[src/sas_pkg.sv]
// Constants, state encoding and timing tables for the APPROX_REG converter sequencer.
// Assumes a single peripheral clock of 125 MHz feeding the whole block.
package sas_pkg;

  localparam int RES_BITS  = 10;
  localparam int WORD_BITS = 16;
  localparam int BYTE_BITS = 8;
  localparam int PAD_BITS  = WORD_BITS - RES_BITS;
  localparam int CHAN_BITS = 3;
  localparam int ADDR_BITS = 3;
  localparam int DATA_BITS = 16;
  localparam int MODE_BITS = 8;
  localparam int CNT_BITS  = 9;
  localparam int DIV_BITS  = 4;
  localparam int IDX_BITS  = 4;

  // Register map, one register per address
  localparam logic [ADDR_BITS-1:0] ADDR_MODE = 3'h0;
  localparam logic [ADDR_BITS-1:0] ADDR_CHAN = 3'h1;
  localparam logic [ADDR_BITS-1:0] ADDR_WORD = 3'h2;
  localparam logic [ADDR_BITS-1:0] ADDR_BYTE = 3'h3;
  localparam logic [ADDR_BITS-1:0] ADDR_STAT = 3'h4;

  // Mode register layout
  localparam int MODE_RUN_BIT = 7;
  localparam int MODE_FR_HI   = 5;
  localparam int MODE_FR_LO   = 3;
  localparam int MODE_LV1_BIT = 2;
  localparam int MODE_LV0_BIT = 1;
  localparam int MODE_CMP_BIT = 0;
  localparam logic [MODE_BITS-1:0] MODE_RESET   = 8'h00;
  localparam logic [MODE_BITS-1:0] MODE_WR_MASK = 8'hbf;

  // Status register layout
  localparam int STAT_SETTLED_BIT = 0;
  localparam int STAT_SUSPECT_BIT = 1;
  localparam int STAT_BUSY_BIT    = 2;

  // Comparator settling time and its cycle count at the system clock
  localparam int CLK_PERIOD_NS   = 8;
  localparam int COMP_SETTLE_NS  = 1000;
  localparam int COMP_SETTLE_CYC = (COMP_SETTLE_NS + CLK_PERIOD_NS - 1) / CLK_PERIOD_NS;
  localparam int SETTLE_BITS     = 8;

  // One approximation step lasts this many conversion clocks
  localparam int STEP_PER_DIV = 2;
  localparam logic [CNT_BITS-1:0] CNT_LAST = 9'h001;
  localparam logic [RES_BITS-1:0] APPROX_MSB = 10'h200;
  localparam logic [CHAN_BITS-1:0] CODE_LAST = 3'h5;

  typedef enum logic [1:0] {
    ST_IDLE    = 2'b00,
    ST_SAMPLE  = 2'b01,
    ST_CONVERT = 2'b11,
    ST_XFER    = 2'b10
  } sas_state_type;

  function automatic logic [CNT_BITS-1:0] conv_cycles(input logic [2:0] fr, input logic lv0);
    logic [CNT_BITS-1:0] t;
    t = 9'h000;
    case (fr)
      3'h0: t = lv0 ? 9'd480 : 9'd264;
      3'h1: t = lv0 ? 9'd320 : 9'd176;
      3'h2: t = lv0 ? 9'd240 : 9'd132;
      3'h3: t = lv0 ? 9'd160 : 9'd88;
      3'h4: t = lv0 ? 9'd120 : 9'd66;
      3'h5: t = lv0 ? 9'd80  : 9'd44;
      default: t = 9'h000;
    endcase
    return t;
  endfunction

  function automatic logic [DIV_BITS-1:0] conv_divisor(input logic [2:0] fr);
    logic [DIV_BITS-1:0] d;
    d = 4'h0;
    case (fr)
      3'h0: d = 4'd12;
      3'h1: d = 4'd8;
      3'h2: d = 4'd6;
      3'h3: d = 4'd4;
      3'h4: d = 4'd3;
      3'h5: d = 4'd2;
      default: d = 4'h0;
    endcase
    return d;
  endfunction

endpackage

[src/sas_sequencer.sv]
// APPROX_REG converter sequencer: mode/channel registers, sample-hold and approximation control.
// Assumes an external comparator whose result arrives asynchronously on compGe.
//
// Notes on behaviour
// RL1 - Ten-bit result from one of eight inputs
// RL2 - Run set: convert selected input repeatedly
// RL3 - Completion pulse after every conversion
// RL4 - Unselected pins stay free for digital use
// RL5 - Sample at start, hold until finish
// RL6 - Resolve MSB to LSB, then copy out
// RL7 - Word holds result high, low six zero
// RL8 - Byte holds upper eight result bits
// RL9 - Result reads flag a wait cycle
// RL10 - Reset clears mode register to zero
// RL11 - Run and comparator bits give four modes
// RL12 - Comparator needs 1 us before trusted result
// RL13 - Software writes zero to mode bit six
// RL14 - Stop before changing clock or voltage selects
// RL15 - Mode writes flag a wait cycle
// RL16 - Normal mode: 264 to 44 clock conversions
// RL17 - Low-voltage mode: 480 to 80 clock conversions
// RL18 - Software keeps conversion clock within limits
// RL19 - Trial-set each bit from bit 9 down
// RL20 - Repeat until run bit is cleared
// RL21 - Three-bit field selects the input
// RL22 - Clearing run abandons conversion without result
`timescale 1ns/100ps
`default_nettype none

module sas_sequencer #(
  parameter int NUM_INPUTS = 8
) (
  input  wire logic                          clk_sys,       // Peripheral clock
  input  wire logic                          reset_n,       // Sync reset, active low
  input  wire logic [sas_pkg::ADDR_BITS-1:0] regAddr,       // Register address
  input  wire logic [sas_pkg::DATA_BITS-1:0] regWrData,     // Write data
  input  wire logic                          regWrStrobe,   // Write strobe
  input  wire logic                          regRdStrobe,   // Read strobe
  output logic      [sas_pkg::DATA_BITS-1:0] regRdData,     // Read data, next cycle
  output logic                               busWait,       // Wait cycle request
  input  wire logic                          compGe,        // Comparator: input >= tap
  output logic                               comparatorEn,  // Comparator power
  output logic                               lowVoltMode,   // Low-voltage select
  output logic                               sampleOn,      // Sample-hold tracking
  output logic                               holdOn,        // Sample-hold holding
  output logic      [sas_pkg::RES_BITS-1:0]  trialCode,     // Resistor tap code
  output logic      [sas_pkg::CHAN_BITS-1:0] muxSel,        // Input mux select
  output logic      [NUM_INPUTS-1:0]         analogPinSel,  // Pins tied to the mux
  output logic                               convDoneIrq    // Completion pulse
);

  if (NUM_INPUTS < 1 || NUM_INPUTS > (1 << sas_pkg::CHAN_BITS)) begin : g_chk
    $error("NUM_INPUTS out of range");
  end

  // Register group
  logic [sas_pkg::MODE_BITS-1:0] mode_ff, nxt_mode;
  logic [sas_pkg::CHAN_BITS-1:0] chanSel_ff, nxt_chanSel;
  logic [sas_pkg::DATA_BITS-1:0] rdData_ff, nxt_rdData;

  // Converter group
  sas_pkg::sas_state_type          state_ff, nxt_state;
  logic [sas_pkg::CNT_BITS-1:0]    cnt_ff, nxt_cnt;
  logic [sas_pkg::IDX_BITS-1:0]    bitIdx_ff, nxt_bitIdx;
  logic [sas_pkg::RES_BITS-1:0]    approx_ff, nxt_approx;
  logic [sas_pkg::WORD_BITS-1:0]   resultWord_ff, nxt_resultWord;
  logic [sas_pkg::BYTE_BITS-1:0]   resultByte_ff, nxt_resultByte;
  logic                            irq_ff, nxt_irq;
  logic [sas_pkg::CHAN_BITS-1:0]   heldChan_ff, nxt_heldChan;
  logic [sas_pkg::SETTLE_BITS-1:0] settle_ff, nxt_settle;
  logic                            suspect_ff, nxt_suspect;
  logic [1:0]                      compSync_ff, nxt_compSync;

  logic                          runBit;
  logic                          cmpBit;
  logic [2:0]                    frCode;
  logic                          codeLegal;
  logic                          settled;
  logic                          goStart;
  logic [sas_pkg::CNT_BITS-1:0]  bitLen;
  logic [sas_pkg::CNT_BITS-1:0]  sampleLen;

  assign runBit    = mode_ff[sas_pkg::MODE_RUN_BIT];
  assign cmpBit    = mode_ff[sas_pkg::MODE_CMP_BIT];
  assign frCode    = mode_ff[sas_pkg::MODE_FR_HI:sas_pkg::MODE_FR_LO];
  // Prohibited clock or voltage codes simply never start a conversion
  assign codeLegal = (frCode <= sas_pkg::CODE_LAST) && !mode_ff[sas_pkg::MODE_LV1_BIT];
  assign settled   = (settle_ff == sas_pkg::SETTLE_BITS'(sas_pkg::COMP_SETTLE_CYC));
  // Bit step is two conversion clocks; sampling takes the rest of the time
  assign bitLen    = sas_pkg::CNT_BITS'(sas_pkg::STEP_PER_DIV)
                   * {5'h0, sas_pkg::conv_divisor(frCode)};                          // RL16 RL17
  assign sampleLen = sas_pkg::conv_cycles(frCode, mode_ff[sas_pkg::MODE_LV0_BIT])
                   - sas_pkg::CNT_BITS'(sas_pkg::RES_BITS) * bitLen;                // RL16 RL17
  assign goStart   = runBit && codeLegal
                   && (state_ff == sas_pkg::ST_IDLE || state_ff == sas_pkg::ST_XFER); // RL2

  // Registers and read port
  always_comb begin
    nxt_mode    = mode_ff;
    nxt_chanSel = chanSel_ff;
    nxt_rdData  = '0;
    if (regWrStrobe) begin
      case (regAddr)
        // Bit six is stored as zero whatever is written
        sas_pkg::ADDR_MODE: nxt_mode = regWrData[sas_pkg::MODE_BITS-1:0] & sas_pkg::MODE_WR_MASK;
        sas_pkg::ADDR_CHAN: nxt_chanSel = regWrData[sas_pkg::CHAN_BITS-1:0];             // RL21
        default: ;
      endcase
    end
    if (regRdStrobe) begin
      case (regAddr)
        sas_pkg::ADDR_MODE: nxt_rdData = {8'h00, mode_ff};
        sas_pkg::ADDR_CHAN: nxt_rdData = {13'h0000, chanSel_ff};
        sas_pkg::ADDR_WORD: nxt_rdData = resultWord_ff;
        sas_pkg::ADDR_BYTE: nxt_rdData = {8'h00, resultByte_ff};
        sas_pkg::ADDR_STAT: begin
          nxt_rdData[sas_pkg::STAT_SETTLED_BIT] = settled;
          nxt_rdData[sas_pkg::STAT_SUSPECT_BIT] = suspect_ff;
          nxt_rdData[sas_pkg::STAT_BUSY_BIT]    = (state_ff != sas_pkg::ST_IDLE);
        end
        default: nxt_rdData = '0;
      endcase
    end
  end

  always_ff @(posedge clk_sys) begin
    if (!reset_n) begin
      mode_ff    <= sas_pkg::MODE_RESET;                                              // RL10
      chanSel_ff <= '0;
      rdData_ff  <= '0;
    end else begin
      mode_ff    <= nxt_mode;
      chanSel_ff <= nxt_chanSel;
      rdData_ff  <= nxt_rdData;
    end
  end

  // Sequencer: sample, approximate, transfer
  always_comb begin
    nxt_state      = state_ff;
    nxt_cnt        = cnt_ff;
    nxt_bitIdx     = bitIdx_ff;
    nxt_approx     = approx_ff;
    nxt_resultWord = resultWord_ff;
    nxt_resultByte = resultByte_ff;
    nxt_irq        = 1'b0;
    nxt_heldChan   = heldChan_ff;
    nxt_suspect    = suspect_ff;
    nxt_compSync   = {compSync_ff[0], compGe};
    // Settling restarts whenever the comparator is powered down
    if (!cmpBit) begin
      nxt_settle = '0;                                                                // RL12
    end else if (!settled) begin
      nxt_settle = settle_ff + 1'b1;                                                  // RL12
    end else begin
      nxt_settle = settle_ff;
    end
    unique case (state_ff)
      sas_pkg::ST_IDLE: ;
      sas_pkg::ST_SAMPLE: begin
        if (!runBit) begin
          nxt_state = sas_pkg::ST_IDLE;                                               // RL22
        end else if (cnt_ff == sas_pkg::CNT_LAST) begin
          nxt_state  = sas_pkg::ST_CONVERT;
          nxt_cnt    = bitLen;
          nxt_bitIdx = sas_pkg::IDX_BITS'(sas_pkg::RES_BITS - 1);
          nxt_approx = sas_pkg::APPROX_MSB;                                           // RL19
        end else begin
          nxt_cnt = cnt_ff - 1'b1;
        end
      end
      sas_pkg::ST_CONVERT: begin
        if (!runBit) begin
          nxt_state = sas_pkg::ST_IDLE;                                               // RL22
        end else if (cnt_ff == sas_pkg::CNT_LAST) begin
          nxt_approx[bitIdx_ff] = compSync_ff[1];                                     // RL19
          if (bitIdx_ff == '0) begin
            nxt_state = sas_pkg::ST_XFER;                                             // RL6
          end else begin
            nxt_approx[bitIdx_ff - 1'b1] = 1'b1;                                      // RL19
            nxt_bitIdx = bitIdx_ff - 1'b1;
            nxt_cnt    = bitLen;
          end
        end else begin
          nxt_cnt = cnt_ff - 1'b1;
        end
      end
      sas_pkg::ST_XFER: begin
        nxt_resultWord = {approx_ff, sas_pkg::PAD_BITS'(0)};                          // RL6 RL7
        nxt_resultByte = approx_ff[sas_pkg::RES_BITS-1 -: sas_pkg::BYTE_BITS];        // RL8
        nxt_irq        = 1'b1;                                                        // RL3
        nxt_state      = sas_pkg::ST_IDLE;
      end
    endcase
    if (goStart) begin
      // Channel is latched so a mid-conversion select change waits
      nxt_state    = sas_pkg::ST_SAMPLE;                                              // RL2 RL20
      nxt_cnt      = sampleLen;
      nxt_heldChan = chanSel_ff;                                                      // RL5
      nxt_approx   = '0;
      nxt_suspect  = !settled;                                                        // RL12
    end
  end

  always_ff @(posedge clk_sys) begin
    if (!reset_n) begin
      state_ff      <= sas_pkg::ST_IDLE;
      cnt_ff        <= '0;
      bitIdx_ff     <= '0;
      approx_ff     <= '0;
      resultWord_ff <= '0;
      resultByte_ff <= '0;
      irq_ff        <= 1'b0;
      heldChan_ff   <= '0;
      settle_ff     <= '0;
      suspect_ff    <= 1'b0;
      compSync_ff   <= '0;
    end else begin
      state_ff      <= nxt_state;
      cnt_ff        <= nxt_cnt;
      bitIdx_ff     <= nxt_bitIdx;
      approx_ff     <= nxt_approx;
      resultWord_ff <= nxt_resultWord;
      resultByte_ff <= nxt_resultByte;
      irq_ff        <= nxt_irq;
      heldChan_ff   <= nxt_heldChan;
      settle_ff     <= nxt_settle;
      suspect_ff    <= nxt_suspect;
      compSync_ff   <= nxt_compSync;
    end
  end

  assign regRdData    = rdData_ff;
  assign busWait      = (regWrStrobe && regAddr == sas_pkg::ADDR_MODE)                // RL15
                     || (regRdStrobe && (regAddr == sas_pkg::ADDR_WORD
                                      || regAddr == sas_pkg::ADDR_BYTE));             // RL9
  assign comparatorEn = cmpBit;                                                       // RL11
  assign lowVoltMode  = mode_ff[sas_pkg::MODE_LV0_BIT];
  assign sampleOn     = (state_ff == sas_pkg::ST_SAMPLE);                             // RL5
  assign holdOn       = (state_ff == sas_pkg::ST_CONVERT);                            // RL5
  assign trialCode    = approx_ff;                                                    // RL1
  assign muxSel       = heldChan_ff;                                                  // RL1
  assign convDoneIrq  = irq_ff;                                                       // RL3

  // Only the selected pin is claimed while the converter is in use
  for (genvar i = 0; i < NUM_INPUTS; i++) begin : g_pin
    assign analogPinSel[i] = (runBit || cmpBit)
                          && (chanSel_ff == sas_pkg::CHAN_BITS'(i));                  // RL4
  end
endmodule // sas_sequencer

`default_nettype wire

[config.mk]
export PLATFORM = sky130hd
export DESIGN_NAME = sas_sequencer
export DESIGN_NICKNAME = d
export VERILOG_FILES = /design/src/sas_pkg.sv /design/src/sas_sequencer.sv
export SDC_FILE = /design/constraint.sdc
export NUM_CORES = 1
export LEC_CHECK = 0
export ABC_CLOCK_PERIOD_IN_PS = 7400
export BUFFER_PORTS_ARGS = -buffer_cell sky130_fd_sc_hd__buf_2
export CORE_MARGIN = 3
export CORE_UTILIZATION = 61
export CTS_CLUSTER_SIZE = 40
export DETAILED_ROUTE_END_ITERATION = 16
export PLACE_DENSITY = 0.87
export SYNTH_ARGS = -nofsm -noshare
export SYNTH_HDL_FRONTEND = slang
export SYNTH_SLANG_ARGS = --single-unit
export TNS_END_PERCENT = 50
[constraint.sdc]
create_clock -name clk_sys -period 7.4 [get_ports clk_sys]
set_clock_uncertainty 0.05 [all_clocks]
set_input_delay 1.85 -clock clk_sys [delete_from_list [all_inputs] [get_ports clk_sys]]
set_output_delay 1.85 -clock clk_sys [all_outputs]
set_load 0.1 [all_outputs]
==> run summary <==
Run status -> finished, final reports clean
Synth Area per Inst -> 7.939 um2
GRT Util Overall -> 25.94%
CP Launch Type -> input pin
Vias/cell -> 6.056
FF-to-FF path depth -> 12
Initial core utilization -> 64.17%
Area grow syn2layout -> 10.93%
Internal power -> 0.5704 mW
Mux share of post-synthesis cell area -> 2.972%
Syn_nets -> 568
Pwr Density -> 172.4 nW/um2
Slew headroom -> 43.10%
Most Frequent Cell on Critical Path -> buf_2
# rows -> 29
Post-Synth XOR/XNOR Area -> 2.732%
Setup WS post-layout -> 2162 ps
Reg clk slew, reported paths -> 90 ps
Slew of the pin with the lowest slew margin -> 842.1 ps
Post-Syn Area -> 4168 um2
Share of power burned in registers -> 52.4%
Die Y -> 88.66 um
Final antenna-violating net count -> 0
GP Congestion -> 0.9029
Crit-path max cell delay -> 430 ps
Kind of critical path -> input pin to output pin
Mapped Cells -> 525
Final critical-path share of the clock period -> 70.78%
Critical path's top delay family -> simple AND/OR/NAND/NOR gates
Share of cells above drive strength 1 -> 15.06%
CP Cell Sequence -> buf_2 -> nor2_1 -> nand3b_1 -> nand2_1 -> buf_2
Max Fclk -> 0.1909 GHz
Crit. End Element -> output pin
Final setup fails -> 0
Adder-cell area share of the yosys netlist -> 5.884%
Core Region -> 6495 um2
Worst-Skew Late Latency -> 360 ps
Main synth FF type -> dfxtp_1
Switching Fraction -> 28.43%
Cts hold-fix bufs -> 0
Largest net degree at the start of global routing -> 28
RSZ-0062 raised after global routing -> false
TritonCTS Buffers -> 9
CP max-delay cell -> buf_2
CTS Sinks -> 76
Simple-gate share of the synthesized area -> 26.09%
WP data required -> 5500 ps
Post-Place Cells -> 632
FILL cells -> 499
Comb pwr share -> 9.4%
H-tree depth -> 3
Diode count -> 0
Max-slew violation count -> 0
Final setup TNS -> 0 ps
# IOs -> 67
FF-to-FF End -> cnt_ff[8]$_SDFFE_PN0P_
Vias in the first global route -> 3503
Die ar. -> 7861 um2
Global-route wire length before repair -> 16150 um
Worst hold slack -> 391.2 ps
DP HPWL -> 7107 um
Chip width -> 88.66 um
Routed len/inst -> 15.18 um
Post-synth EDFFs -> 0
Max clock buf depth -> 2
Largest family of logic cells by synthesized area -> simple AND/OR/NAND/NOR gates
Final WL -> 9834 um
Initial antenna violation count -> 0
FF+latch count, synth -> 76
Dpl ws -> 2180 ps
Compound-Gate Fraction of Synth Area -> 21.16%
Cell leakage power -> 1.885 nW
CP max FO -> 10
Psw -> 0.2266 mW
Min Tclk post-route -> 5238 ps
Initial DRC Count -> 213
Drt pass-1 iters -> 4
Max-cap violations -> 0
Sequential share of the synthesized area -> 36.51%
Asr flop ratio synth -> 0%
WP buf/inv -> 2
Nets -> 609
Critical Path AT -> 3340 ps
Hold Path Sink -> compSync_ff[1]$_SDFF_PN0_
Post-Layout Cell Count -> 648
Clock share of power -> 38.3%
Origin of the critical flop-to-flop path -> mode_ff[5]$_SDFFE_PN0P_
Hold path cells -> 1
Via count of the routed design -> 3924
Total grt overflow -> 0
Drc violations -> 0
Distinct cells, synth -> 68
Maximum vdd drop -> 93.14 uV
R2r setup slk -> 4390 ps
Pwr Total -> 0.7970 mW
Post-cts resize count -> 0
Yosys warning count -> 0
Port bufs -> 57
Number of setup buffers added after CTS -> 0
CTS tree -> done
Final Hold Viols -> 0
Worst hold path class -> register to register
Root Driver -> clkbuf_8
Hold Path Origin -> compSync_ff[0]$_SDFF_PN0_
sequential cells by signal (all words and copies together) (netlist names):
name / count
mode_ff: 7
bitIdx_ff: 4
suspect_ff: 1
compSync_ff: 2
settle_ff: 8
cnt_ff: 9
muxSel: 3
state_ff: 2
convDoneIrq: 1
resultByte_ff: 8
regRdData: 16
resultWord_ff: 2
chanSel_ff: 3
trialCode: 10
metrics by stage:
stage / utilization [%] / instance area (um2)
after floorplan: - / 4168
after global placement: 68.27 / 4434
after detailed placement: 68.27 / 4434
after CTS: 71.18 / 4623
after global routing: 71.18 / 4623
final: 71.18 / 4623
power groups by stage:
stage               Sequential, mW  Clock [mW]  Combinational [mW]
floorplan                    0.427           0              0.0570
global placement             0.427           0              0.0709
detailed placement           0.427           0              0.0733
CTS                          0.417       0.309              0.0741
global route                 0.418       0.327              0.0821
finish                       0.417       0.305              0.0748
worst max path at each step:
stage | depth (start not counted) | start | to
4_1_cts | 5 | regAddr[0] | busWait
5_1_grt | 5 | regAddr[0] | busWait
6_report | 5 | regAddr[0] | busWait
2_1_floorplan | 2 | mode_ff[0]$_SDFFE_PN0P_ | analogPinSel[4]
3_5_place_dp | 5 | regAddr[0] | busWait
3_3_place_gp | 5 | regAddr[0] | busWait
Yosys cell counts, types with 6 or more instances:
cell type  number  share of area (%)
a21oi_1        50                6.0
a211oi_1        6                1.1
and2_1         15                2.3
mux2i_1         9                2.2
ha_1           18                5.4
nor2b_1        10                1.5
inv_1          18                1.6
nand2_1        81                7.3
clkbuf_1       20                1.8
xnor2_1         8                1.7
o21ai_0        20                2.4
dfxtp_1        76                 37
nand3_1        12                1.4
nor3_1         11                1.3
nor2_1         52                4.7
cells in the final DEF (no fill, tap or decap), types with 12 or more instances in the layout:
cell type,netlist,final
o21ai_0,20,20
ha_1,18,18
nor2_1,52,52
a21oi_1,50,50
buf_2,2,57
inv_1,18,18
nand2_1,81,81
dfxtp_1,76,76
nand3_1,12,12
and2_1,15,15
worst reg2reg max path: cells and delay by family (launching register included):
kind | cells | cell delay [ps]
flops | 1 | 630
buf+inv | 1 | 90
compound gates | 3 | 500
simple gates | 4 | 650
fa+ha+maj | 3 | 800
xor+xnor | 1 | 160
routing by layer:
metal / routed length (um) / track usage [%]
met5: 0 / 0
met4: 133 / 8.929
met3: 649 / 4.935
met2: 4694 / 43.25
met1: 4356 / 33.54
cell families (layout without fill, tap and decap cells):
kind of cell             after synthesis  count (layout)
multiplexers                          12              12
adder cells (fa/ha/maj)               19              19
XOR/XNOR                              13              13
flip-flops                            76              76
AO/OA/AOI/OAI                        137             137
buffers and inverters                 46              92
other                                  1               1
AND/OR/NAND/NOR                      221             221
final cells by class:
type	count	area [um2]	area share, %
timing repair buffer	58	292.8	6.333
inverter	18	67.56	1.461
multi-input combinational	403	2456	53.13
clock buffer	9	123.9	2.679
clock inverter	7	65.06	1.407
sequential	76	1521	32.91
tap	77	96.34	2.084
No activity file was read; power rests on OpenSTA's default activity.
